## src/hw/dcit_pkg.sv

```systemverilog
// Purpose: Shared constants and types for the dual cascadable interval timer
// Assumes: APB slave with a 12-bit byte address and 32-bit data
// Notes:   Each register sits in the low byte of one aligned word

package dcit_pkg;

	// Counter and bus widths
	localparam int unsigned CNT_W    = 8;
	localparam int unsigned ADDR_W   = 12;
	localparam int unsigned DATA_W   = 32;

	// Register byte offsets
	localparam logic [11:0] OFS_CTRL = 12'h000;
	localparam logic [11:0] OFS_CNT1 = 12'h004;
	localparam logic [11:0] OFS_CNT2 = 12'h008;
	localparam logic [11:0] OFS_FLAG = 12'h00c;
	localparam logic [11:0] OFS_IEN  = 12'h010;

	// Field positions in the flag and enable registers
	localparam int unsigned FLAG_BIT = 7;
	localparam int unsigned IEN_BIT  = 7;

	// Reset values and the full count
	localparam logic [7:0]  CTRL_RST = 8'h00;
	localparam logic [7:0]  CNT_RST  = 8'h00;
	localparam logic [31:0] RDATA_RST = 32'h0000_0000;
	localparam logic [7:0]  CNT_FULL = 8'hff;

	// Control register layout, bit 7 down to bit 0
	typedef struct packed {
		logic       ssel;
		logic       hold;
		logic       div;
		logic [1:0] frfq;
		logic [2:0] ip;
	} dcit_ctrl_t;

	// Register selected by an address
	typedef enum logic [2:0] {
		SEL_NONE = 3'd0,
		SEL_CTRL = 3'd1,
		SEL_CNT1 = 3'd2,
		SEL_CNT2 = 3'd3,
		SEL_FLAG = 3'd4,
		SEL_IEN  = 3'd5
	} dcit_sel_t;

	// Bus slave phase, Gray coded
	typedef enum logic {
		APB_IDLE   = 1'b0,
		APB_ACCESS = 1'b1
	} dcit_apb_st_t;

endpackage

```

## src/hw/dcit_sync_edge.sv

```systemverilog
// Purpose: Bring a foreign clock pin into clock_i and flag its rising edge
// Assumes: Pin toggles slower than half of clock_i
// Notes:   Stage one feeds stage two only

`timescale 1ns/10ps

module dcit_sync_edge (
	// Clock and reset
	input  wire logic clock_i,
	input  wire logic rst_i,
	// Pin and edge
	input  wire logic pin_i,
	output logic      rise_o
);

	typedef struct packed {
		logic s1;
		logic s2;
		logic s3;
		logic rise;
	} dcit_sync_state_t;

	dcit_sync_state_t state_reg;
	dcit_sync_state_t state_next;

	always_comb begin
		state_next      = state_reg;
		state_next.s1   = pin_i;
		state_next.s2   = state_reg.s1;
		state_next.s3   = state_reg.s2;
		state_next.rise = state_reg.s2 & ~state_reg.s3;
	end

	always_ff @(posedge clock_i or posedge rst_i) begin
		if (rst_i) begin
			state_reg <= '0;
		end else begin
			state_reg <= state_next;
		end
	end

	assign rise_o = state_reg.rise;

endmodule // dcit_sync_edge

```

## src/hw/dcit_counter.sv

```systemverilog
// Purpose: Loadable wrapping up-counter
// Assumes: Load and increment are single-cycle strobes
// Notes:   A load beats an increment in the same cycle

`timescale 1ns/10ps

module dcit_counter #(
	parameter int unsigned WIDTH = 8
) (
	// Clock and reset
	input  wire logic             clock_i,
	input  wire logic             rst_i,
	// Control
	input  wire logic             load_i,
	input  wire logic [WIDTH-1:0] load_value_i,
	input  wire logic             inc_i,
	// Value
	output logic      [WIDTH-1:0] count_o
);

	typedef struct packed {
		logic [WIDTH-1:0] count;
	} dcit_cnt_state_t;

	dcit_cnt_state_t state_reg;
	dcit_cnt_state_t state_next;

	always_comb begin
		state_next = state_reg;
		if (load_i) begin
			state_next.count = load_value_i;
		end else if (inc_i) begin
			// All ones rolls over to zero
			state_next.count = state_reg.count + 1'b1;
		end
	end

	always_ff @(posedge clock_i or posedge rst_i) begin
		if (rst_i) begin
			state_reg <= '0;
		end else begin
			state_reg <= state_next;
		end
	end

	assign count_o = state_reg.count;

endmodule // dcit_counter

```

## src/hw/dcit_timer.sv

```systemverilog
// Purpose: Two 8-bit interval counters, cascadable, with APB registers
// Assumes: aux and subsystem clocks are pins, slower than clock_i / 2
// Notes:   Counters advance on synchronised rising edges of their source

`timescale 1ns/10ps

module dcit_timer
	import dcit_pkg::*;
(
	// Clock and reset
	input  wire logic              clock_i,
	input  wire logic              rst_i,
	// APB slave
	input  wire logic              psel_i,
	input  wire logic              penable_i,
	input  wire logic              pwrite_i,
	input  wire logic [ADDR_W-1:0] paddr_i,
	input  wire logic [DATA_W-1:0] pwdata_i,
	input  wire logic [3:0]        pstrb_i,
	output logic      [DATA_W-1:0] prdata_o,
	output logic                   pready_o,
	output logic                   pslverr_o,
	// Counter clock pins
	input  wire logic              aux_clock_i,
	input  wire logic              subsystem_clock_i,
	// Processor interrupt side
	input  wire logic              global_irq_enable_i,
	input  wire logic              irq_serviced_i,
	output logic                   interval_flag_o,
	output logic                   interval_irq_o,
	// LCD controller side
	output logic                   lcd_frame_tick_o
);

	typedef struct packed {
		dcit_apb_st_t      apb_st;
		dcit_ctrl_t        ctrl;
		logic              flag;
		logic              ien;
		logic [DATA_W-1:0] prdata;
		logic              pready;
		logic              pslverr;
		logic              irq;
		logic              tick;
	} dcit_state_t;

	dcit_state_t state_reg;
	dcit_state_t state_next;

	logic             aclk_rise;
	logic             sclk_rise;
	logic [CNT_W-1:0] cnt1;
	logic [CNT_W-1:0] cnt2;
	logic             inc1;
	logic             inc2;
	logic             casc_pulse;
	logic             src2_edge;
	logic             wr_access;
	logic             wr_lane0;
	dcit_sel_t        wr_sel;
	logic             wr1;
	logic             wr2;
	logic             interval_evt;
	logic             frame_evt;
	logic [2:0]       frame_tap;

	// Address decode, shared by the read and write paths
	function automatic dcit_sel_t reg_sel(input logic [ADDR_W-1:0] addr);
		dcit_sel_t s;
		s = SEL_NONE;
		if (addr == OFS_CTRL) begin
			s = SEL_CTRL;
		end else if (addr == OFS_CNT1) begin
			s = SEL_CNT1;
		end else if (addr == OFS_CNT2) begin
			s = SEL_CNT2;
		end else if (addr == OFS_FLAG) begin
			s = SEL_FLAG;
		end else if (addr == OFS_IEN) begin
			s = SEL_IEN;
		end
		return s;
	endfunction

	// True when bits tap..0 are all ones, so the next increment carries out
	function automatic logic carry_at(input logic [CNT_W-1:0] v,
	                                  input logic [2:0] tap);
		logic [CNT_W-1:0] m;
		m = CNT_FULL >> (3'd7 - tap);
		return &(v | ~m);
	endfunction

	dcit_sync_edge u_aux_sync (
		.clock_i (clock_i),
		.rst_i   (rst_i),
		.pin_i   (aux_clock_i),
		.rise_o  (aclk_rise)
	);

	dcit_sync_edge u_sub_sync (
		.clock_i (clock_i),
		.rst_i   (rst_i),
		.pin_i   (subsystem_clock_i),
		.rise_o  (sclk_rise)
	);

	// Write strobe at the access edge; only byte lane 0 carries data
	assign wr_access = psel_i & penable_i & pwrite_i & state_reg.pready;
	assign wr_lane0  = wr_access & pstrb_i[0];
	assign wr_sel    = reg_sel(paddr_i);
	assign wr1       = wr_lane0 & (wr_sel == SEL_CNT1);
	assign wr2       = wr_lane0 & (wr_sel == SEL_CNT2);

	// First counter runs from aux edges unless held in cascade mode
	assign inc1 = aclk_rise
	            & ~(state_reg.ctrl.hold & state_reg.ctrl.div);

	// A wrap of the first counter is the aux/256 clock
	assign casc_pulse = inc1 & (cnt1 == CNT_FULL);

	always_comb begin
		case ({state_reg.ctrl.ssel, state_reg.ctrl.div})
		2'b00: begin
			src2_edge = aclk_rise;
		end
		2'b10: begin
			src2_edge = sclk_rise;
		end
		default: begin
			src2_edge = casc_pulse;
		end
		endcase
	end

	assign inc2 = src2_edge & ~state_reg.ctrl.hold;

	// Interval: the selected second-counter bit falls on this increment
	assign interval_evt = inc2 & carry_at(cnt2, state_reg.ctrl.ip);

	// Tap 7,6,5,4 gives aux/256,/128,/64,/32
	assign frame_tap = {1'b1, ~state_reg.ctrl.frfq};
	assign frame_evt = inc1 & carry_at(cnt1, frame_tap);

	// A software load wins over a counting edge in the same cycle
	dcit_counter #(
		.WIDTH (CNT_W)
	) u_cnt1 (
		.clock_i      (clock_i),
		.rst_i        (rst_i),
		.load_i       (wr1),
		.load_value_i (pwdata_i[CNT_W-1:0]),
		.inc_i        (inc1),
		.count_o      (cnt1)
	);

	dcit_counter #(
		.WIDTH (CNT_W)
	) u_cnt2 (
		.clock_i      (clock_i),
		.rst_i        (rst_i),
		.load_i       (wr2),
		.load_value_i (pwdata_i[CNT_W-1:0]),
		.inc_i        (inc2),
		.count_o      (cnt2)
	);

	always_comb begin
		dcit_sel_t rsel;
		rsel = reg_sel(paddr_i);
		state_next = state_reg;

		// Bus phase: answer one cycle after setup, no wait states
		state_next.pready  = 1'b0;
		state_next.pslverr = 1'b0;
		case (state_reg.apb_st)
		APB_IDLE: begin
			if (psel_i && !penable_i) begin
				state_next.apb_st  = APB_ACCESS;
				state_next.pready  = 1'b1;
				state_next.pslverr = (rsel == SEL_NONE);
				// Sampled at setup; a counter step during the access cycle is not seen
				state_next.prdata  = RDATA_RST;
				if (!pwrite_i) begin
					if (rsel == SEL_CTRL) begin
						state_next.prdata[7:0] = state_reg.ctrl;
					end else if (rsel == SEL_CNT1) begin
						state_next.prdata[7:0] = cnt1;
					end else if (rsel == SEL_CNT2) begin
						state_next.prdata[7:0] = cnt2;
					end else if (rsel == SEL_FLAG) begin
						state_next.prdata[FLAG_BIT] = state_reg.flag;
					end else if (rsel == SEL_IEN) begin
						state_next.prdata[IEN_BIT] = state_reg.ien;
					end
				end
			end
		end
		default: begin
			state_next.apb_st = APB_IDLE;
		end
		endcase

		// Control is unprogrammed until software writes it
		if (wr_lane0 && wr_sel == SEL_CTRL) begin
			state_next.ctrl = dcit_ctrl_t'(pwdata_i[7:0]);
		end
		if (wr_lane0 && wr_sel == SEL_IEN) begin
			state_next.ien = pwdata_i[IEN_BIT];
		end

		// Clear by service or by a software write; a new interval wins
		if (irq_serviced_i) begin
			state_next.flag = 1'b0;
		end
		if (wr_lane0 && wr_sel == SEL_FLAG) begin
			state_next.flag = pwdata_i[FLAG_BIT];
		end
		if (interval_evt) begin
			state_next.flag = 1'b1;
		end

		state_next.irq = state_next.flag & state_next.ien
		               & global_irq_enable_i;
		state_next.tick = frame_evt;
	end

	always_ff @(posedge clock_i or posedge rst_i) begin
		if (rst_i) begin
			state_reg         <= '0;
			state_reg.apb_st  <= APB_IDLE;
			state_reg.ctrl    <= dcit_ctrl_t'(CTRL_RST);
			state_reg.prdata  <= RDATA_RST;
		end else begin
			state_reg <= state_next;
		end
	end

	assign prdata_o         = state_reg.prdata;
	assign pready_o         = state_reg.pready;
	assign pslverr_o        = state_reg.pslverr;
	assign interval_flag_o  = state_reg.flag;
	assign interval_irq_o   = state_reg.irq;
	assign lcd_frame_tick_o = state_reg.tick;
endmodule // dcit_timer

```

## config.mk

```make
export PLATFORM = sky130hd
export DESIGN_NAME = dcit_timer
export DESIGN_NICKNAME = d
export VERILOG_FILES = /design/src/hw/dcit_pkg.sv /design/src/hw/dcit_sync_edge.sv /design/src/hw/dcit_counter.sv /design/src/hw/dcit_timer.sv
export SDC_FILE = /design/constraint.sdc
export NUM_CORES = 1
export LEC_CHECK = 0
export ABC_AREA = 1
export BUFFER_PORTS_ARGS = -buffer_cell sky130_fd_sc_hd__clkbuf_2
export CORE_ASPECT_RATIO = 2
export CORE_MARGIN = 2
export CORE_UTILIZATION = 56
export DETAILED_ROUTE_END_ITERATION = 12
export HOLD_SLACK_MARGIN = 0.03
export PLACE_DENSITY_LB_ADDON = 0.1
export SLEW_MARGIN = 5
export SYNTH_ARGS = -nofsm -noshare
export SYNTH_HDL_FRONTEND = slang
export SYNTH_SLANG_ARGS = --single-unit
```

## constraint.sdc

```tcl
create_clock -name clock_i -period 3.7 [get_ports clock_i]
set_input_delay 0.555 -clock clock_i [delete_from_list [all_inputs] [get_ports clock_i]]
set_output_delay 0.555 -clock clock_i [all_outputs]
set_load 0.005 [all_outputs]
```

==> results.py, run 1 <==
metrics = {
    "clock_network": {
        "cts_setup_buffers": 0,
        "cts_made_buffers": 5,
        "root_buffer": "clkbuf_8",
        "hold_buffers": 0,
        "h-tree-depth": 2,
        "cts.sinks": 46,
        "ctsResizeCount": 0,
        "cts.clk_slew.worst_paths_ns": 0.09,
        "clock_latency_ns": 0.31,
        "clockBufferDepth": 2,
        "cts_tree": "built",
    },
    "route": {
        "drc": 0,
        "drt_iter0_drc": 75,
        "vias": 2433,
        "first_pass_iters": 4,
        "drt_wl_total_mm": 6.41,
        "wire_per_inst_um": 13.7,
        "avgViaCountPerCell": 5.21,
        "ant_nets": 0,
    },
    "synthesis": {
        "synth_top_area_share_pct": 38.4,
        "yosys-top-cells-area": "dfrtp_1 38%, nand2_1 11%, buf_4 8.0%",
        "syn_inst": 371,
        "synth-main-ff-cell": "dfrtp_1",
        "synth_common_cells": "88 x nand2_1, 46 x dfrtp_1, 40 x nand3_1",
        "ys_ff_latch": 46,
        "synth.avg_cell_area_um2": 8.07,
        "yosysMostFrequentCell": "nand2_1",
        "yosys.area.top_type": "dfrtp_1",
        "synth-compound-area-share_pct": 9.11,
        "async_flop_share_pct": 100,
        "synthAdderAreaFrac_pct": 0.835,
        "synth-simple-area-share_pct": 32.6,
        "synth.area.mux_share_pct": 1.75,
        "yosys_warnings": 0,
        "synth_edf_count": 0,
        "yosysSeqAreaShare_pct": 38.4,
        "post_synth_xor_area_fraction_pct": 2.05,
        "synth_cell_types": 37,
        "synth.cell_area_um2": 3000,
        "synth_top_family_by_area": "simple AND/OR/NAND/NOR gates",
    },
    "floorplanning": {
        "rows": 37,
        "ios": 94,
        "dieArea_um2": 5990,
        "die_w_um": 55.7,
        "die_h_um": 107,
        "start_util_pct": 58.3,
        "core_area_um2": 5140,
    },
    "worst_setup_path": {
        "r2r_start": "u_cnt1.count_o[0]",
        "critical_path.endpoint": "u_cnt1.count_o[1]",
        "slowest_stage": "nor2_8",
        "critPathLaunchType": "input port",
        "rr_worst_depth": 8,
        "critPathCaptureType": "flop",
        "crit_fanout": 16,
        "path_buf_inv": 3,
        "ff2ff_setup_slack_ns": 1.98,
        "worstPathArrival_ns": 1.93,
        "worst-path-stages": 11,
        "timing.critical_path.from": "paddr_i[9]",
        "cpPeakStageDelay_ns": 0.32,
        "crit_type": "input port to flop",
        "worstReg2RegEnd": "u_cnt2.count_o[4]",
        "crit_chain": "clkbuf_2 > nor2_1 > nand2_1 > nor2_8 > nand2_4 > clkinv_2 > nand2_4 > nand2_2 > inv_1 > nand2_1 > o211ai_2",
        "crit_family": "simple AND/OR/NAND/NOR gates",
        "required_ns": 3.89,
    },
    "cells_and_area": {
        "fillers": 500,
        "largest_register_ff_count": 10,
        "nets": 467,
        "final_layout_size_suffix_gt1_share_pct": 24.7,
        "multiInputGateArea_um2": 1480,
        "final_util_pct": 62.1,
        "stdcell_count": 467,
        "seq_area_um2": 1150,
        "area_growth_pct": 6.56,
        "n_antenna_cell": 0,
    },
    "placement": {
        "place_inst": 459,
        "gp_congestion": 0.908,
        "hpwlAfterDp_mm": 5.01,
        "portBuffers": 42,
    },
    "timing": {
        "finalSetupViolCount": 0,
        "relSlewSlack_pct": 66.3,
        "rsz0062_at_grt": "false",
        "hold_viol": 0,
        "fin_crit_sh_pct": 46.8,
        "worst_pin_slew_ns": 0.506,
        "setup_tns_ns": 0,
        "timing.fmax_ghz": 0.577,
        "finClkSkew_ns": 0.00573,
        "finalMaxSlewViolations": 0,
        "min_period_ns": 1.73,
    },
    "global_route": {
        "grt_pass1_vias": 2558,
        "grt_max_degree": 39,
        "grt_pass1_wl_mm": 11.3,
        "track_usage_pct": 24.1,
        "grt_overflow_total": 0,
        "antenna_found_initial": 0,
    },
    "flow_run": {
        "max_cap_viol_count": 0,
    },
    "worst_hold_path": {
        "hp-class": "input port to asynchronous set/reset pin",
    },
    "status": {
        "status": "completed",
    },
    "pwr": {
        "power_density_nw_per_um2": 382,
        "p_leak_nw": 1.73,
        "ir_drop_mv": 0.317,
    },
}
==> metrics by stage <==
step	cell area, um2	hold WS, ns	power (mW)	worst slack [ns]
5_1_grt	3190	0.138	1.29	1.78
3_3_place_gp	3080	0.337	0.842	1.65
3_5_place_dp	3080	0.337	0.854	1.64
6_report	3190	0.120	1.22	1.97
2_1_floorplan	3080	0.331	0.799	2.06
4_1_cts	3190	0.125	1.23	1.96
==> final cells by class <==
class | instances | area share [%]
Sequential cell | 46 | 36.1
Timing Repair Buffer | 43 | 6.82
Clock buffer | 5 | 2.16
Clock inverter | 3 | 1.25
Multi-Input combinational cell | 269 | 46.3
Tap cell | 58 | 2.27
Inverter | 43 | 5.10
==> layer usage <==
metal / vias up / share of wire [%] / track usage, %
met1: 1146 / 37 / 25.2
met5: - / 0 / 0
met2: 63 / 55 / 45.4
li1: 1207 / - / -
met4: 0 / 3.8 / 12.7
met3: 17 / 3.6 / 3.00
==> logic make-up after synthesis <==
| family | after synthesis |
|---|---|
| other cells | 1 |
| compound gates | 40 |
| flops | 46 |
| xor+xnor | 7 |
| mux | 4 |
| fa+ha+maj | 2 |
| simple gates | 192 |
| buf+inv | 79 |
==> how the worst min path moves through the flow <==
stage                              from                       end  slack (ns)
2_1_floorplan  u_aux_sync.state_next[2]  u_aux_sync.state_next[1]        0.33
3_3_place_gp   u_sub_sync.state_next[2]  u_sub_sync.state_next[1]        0.34
3_5_place_dp   u_sub_sync.state_next[2]  u_sub_sync.state_next[1]        0.34
4_1_cts                           rst_i  u_sub_sync.state_next[2]        0.13
5_1_grt                           rst_i  u_sub_sync.state_next[2]        0.14
6_report                          rst_i  u_sub_sync.state_next[2]        0.12
==> cell usage in the layout, fill, tap and decap left out, types with 2 or more instances in the layout <==
| master | instances |
|---|---|
| mux2_4 | 2 |
| nand4_1 | 5 |
| clkbuf_8 | 5 |
| nand3_4 | 3 |
| nor2_4 | 4 |
| nand3_1 | 40 |
| xor2_1 | 7 |
| clkinv_2 | 3 |
| a21oi_1 | 8 |
| or2_2 | 4 |
| conb_1 | 24 |
| o21ai_1 | 6 |
| inv_2 | 4 |
| nand2_1 | 88 |
| clkbuf_2 | 42 |
| o211ai_2 | 7 |
| mux2_2 | 2 |
| ha_1 | 2 |
| nand2_2 | 6 |
| nor2_1 | 22 |
| nand2_4 | 3 |
| or2_0 | 2 |
| nor2_2 | 8 |
| nor3_1 | 2 |
| clkinv_1 | 3 |
| dfrtp_1 | 46 |
| o21ai_0 | 15 |
| inv_1 | 35 |
| o211ai_1 | 2 |
==> report_power, final <==
| group | total (mW) | internal [mW] | switching [mW] | leakage (nW) |
|---|---|---|---|---|
| clock | 0.376 | 0.199 | 0.177 | 0.0579 |
| sequential | 0.624 | 0.554 | 0.0700 | 0.593 |
| combinational | 0.221 | 0.0834 | 0.137 | 1.08 |
| total | 1.22 | 0.836 | 0.384 | 1.73 |
No activity file was read; power rests on OpenSTA's default activity.
==> run 2: changes to the inputs <==
--- a/config.mk
+++ b/config.mk
@@ -9,7 +9,7 @@
 export BUFFER_PORTS_ARGS = -buffer_cell sky130_fd_sc_hd__clkbuf_2
 export CORE_ASPECT_RATIO = 2
 export CORE_MARGIN = 2
-export CORE_UTILIZATION = 56
+export CORE_UTILIZATION = 52
 export DETAILED_ROUTE_END_ITERATION = 12
 export HOLD_SLACK_MARGIN = 0.03
 export PLACE_DENSITY_LB_ADDON = 0.1
==> constraint.sdc (replaced) <==
create_clock -name clock_i -period 1.75 [get_ports clock_i]
set_input_delay 0.2625 -clock clock_i [delete_from_list [all_inputs] [get_ports clock_i]]
set_output_delay 0.2625 -clock clock_i [all_outputs]
set_load 0.005 [all_outputs]
==> run 2 against run 1 <==
Final cell count up 3.0%. Routed wire length increased by 0.64%. Critical endpoint is now interval_irq_o. First-iteration DRC count shrank 32%. Clock skew about the same. Register-to-register slack got worse by 1.9 ns. Sequential share of layout area fell by 1.4 points. Via count about the same. Utilization is 3.5 points lower. Total power up 130%. Non-clock buffer count increased by 11.
==> results.py, run 2 (synthesis gave the netlist of run 1 again) <==
metrics = {
    "status": {
        "status": "completed",
    },
    "clock_network": {
        "root_buffer": "clkbuf_16",
        "cts_made_buffers": 5,
        "clock_latency_ns": 0.29,
        "cts_setup_buffers": 0,
        "cts_tree": "built",
        "h-tree-depth": 2,
        "ctsResizeCount": 0,
        "cts.sinks": 46,
        "clockBufferDepth": 2,
        "cts.clk_slew.worst_paths_ns": 0.07,
        "hold_buffers": 0,
    },
    "timing": {
        "finalMaxSlewViolations": 0,
        "timing.fmax_ghz": 0.603,
        "finClkSkew_ns": 0.00565,
        "worst_pin_slew_ns": 0.599,
        "setup_tns_ns": 0,
        "min_period_ns": 1.66,
        "finalSetupViolCount": 0,
        "relSlewSlack_pct": 60.1,
        "hold_viol": 0,
        "fin_crit_sh_pct": 94.8,
        "rsz0062_at_grt": "false",
        "finalWorstSetupSlack_ns": 0.0910,
    },
    "worst_setup_path": {
        "crit_type": "flop to flop",
        "cpPeakStageDelay_ns": 0.35,
        "cpMostUsedCell": "nand2_2",
        "critPathCaptureType": "flop",
        "crit_fanout": 9,
        "critPathLaunchType": "flop",
        "crit_chain": "ha_1 > nand3_2 > nor2_4 > nand3_4 > a21oi_4 > nand2_2 > nand2_2 > nand2_2 > nor2_2",
        "required_ns": 1.97,
        "slowest_stage": "dfrtp_1",
        "worstPathArrival_ns": 1.88,
    },
    "cells_and_area": {
        "n_antenna_cell": 0,
        "area_growth_pct": 10.8,
        "final_common_cell": "nand2_1",
        "final_layout_size_suffix_gt1_share_pct": 26.9,
        "stdcell_count": 481,
        "nets": 478,
        "finalInstanceArea_um2": 3320,
        "largest_register_ff_count": 10,
        "layout_common_cells": "88 x nand2_1, 46 x dfrtp_1, 42 x clkbuf_2, 40 x nand3_1, 35 x inv_1",
    },
    "pwr": {
        "netSwitchingFraction_pct": 31.0,
        "ir_drop_mv": 0.691,
        "switchingPower_mw": 0.856,
        "p_seq_share_pct": 47.3,
        "p_leak_nw": 1.80,
        "internal-power_mw": 1.90,
        "pwr-share-clk_pct": 34.7,
        "combPwrFrac_pct": 18.0,
        "totalPowerFinal_mw": 2.76,
        "power_density_nw_per_um2": 832,
    },
    "placement": {
        "place_inst": 473,
        "dp_slack_ns": 0.116,
        "hpwlAfterDp_mm": 5.10,
        "post_dp_cell_area_um2": 3170,
        "portBuffers": 42,
        "gp_congestion": 0.912,
    },
    "floorplanning": {
        "rows": 39,
        "die_w_um": 57.7,
        "core_area_um2": 5660,
        "die_h_um": 111,
        "ios": 94,
        "start_util_pct": 52.9,
        "dieArea_um2": 6420,
    },
    "global_route": {
        "antenna_found_initial": 0,
        "grt_pass1_vias": 2385,
        "grt_max_degree": 47,
        "grt_overflow_total": 0,
        "grt_pass1_wl_mm": 11.0,
        "track_usage_pct": 21.5,
    },
    "flow_run": {
        "max_cap_viol_count": 0,
    },
    "route": {
        "drc": 0,
        "vias": 2432,
        "wire_per_inst_um": 13.4,
        "first_pass_iters": 4,
        "ant_nets": 0,
        "avgViaCountPerCell": 5.06,
        "drt_wl_total_mm": 6.45,
        "drt_iter0_drc": 51,
    },
    "worst_hold_path": {
        "hp-class": "input port to flop",
    },
}
[run 2: cell types whose count changed in the layout (fill, tap and decap cells not counted), sizes merged]
cell | before | now
clkinvlp | 0 | 1
bufinv | 1 | 0
buf | 1 | 12
inv | 39 | 41
clkinv | 6 | 4
[run 2: path summary, 6_finish.rpt]
kind / start / end / slack (ns) / cells past startpoint
worst min-delay path: subsystem_clock_i / u_sub_sync.state_next[2] / 0.08 / 1
worst max register to register: u_cnt1.count_o[0] / interval_irq_o / 0.09 / 9
min in group asynchronous: rst_i / u_sub_sync.state_next[2] / 0.09 / 3
max in group asynchronous: rst_i / state_reg[38] / 1.23 / 3
worst min register to register: u_sub_sync.state_next[2] / u_sub_sync.state_next[1] / 0.35 / 0
worst max-delay path: u_cnt1.count_o[0] / interval_irq_o / 0.09 / 9
[run 2: final cells by class]
type                            instances  area, um2
Clock inverter                          3       25.0
Tap cell                               61       76.3
Fill cell                             541       2340
Sequential cell                        46       1150
Clock buffer                            5        125
Timing Repair Buffer                   54        300
Multi-Input combinational cell        269       1480
Inverter                               43        163
[run 2: critical path, delay by kind of cell (launching register included)]
kind,cells,cell delay [ns]
AOI/OAI and AO/OA,1,0.31
DFF,1,0.35
adders and majority gates,1,0.19
and+or+nand+nor,7,0.73
[run 2: power groups by stage]
stage / logic [mW] / registers [mW] / clock network [mW]
5_1_grt: 0.569 / 1.33 / 1.03
4_1_cts: 0.501 / 1.31 / 0.981
3_5_place_dp: 0.497 / 1.33 / 0
6_report: 0.496 / 1.31 / 0.959
3_3_place_gp: 0.484 / 1.32 / 0
2_1_floorplan: 0.390 / 1.30 / 0
[run 2: per-stage QoR]
stage / hold slack, ns / util, %
6_report: 0.0788 / 58.6
5_1_grt: 0.0696 / 58.6
4_1_cts: 0.0782 / 58.6
3_5_place_dp: 0.340 / 56.0
3_3_place_gp: 0.335 / 56.0
2_1_floorplan: 0.294 / -
[run 2: routing by layer]
metal	global-route usage [%]	wire length (um)
met1	23.9	2460
met2	41.7	3730
met3	2.44	196
met4	4.96	68
met5	0	0
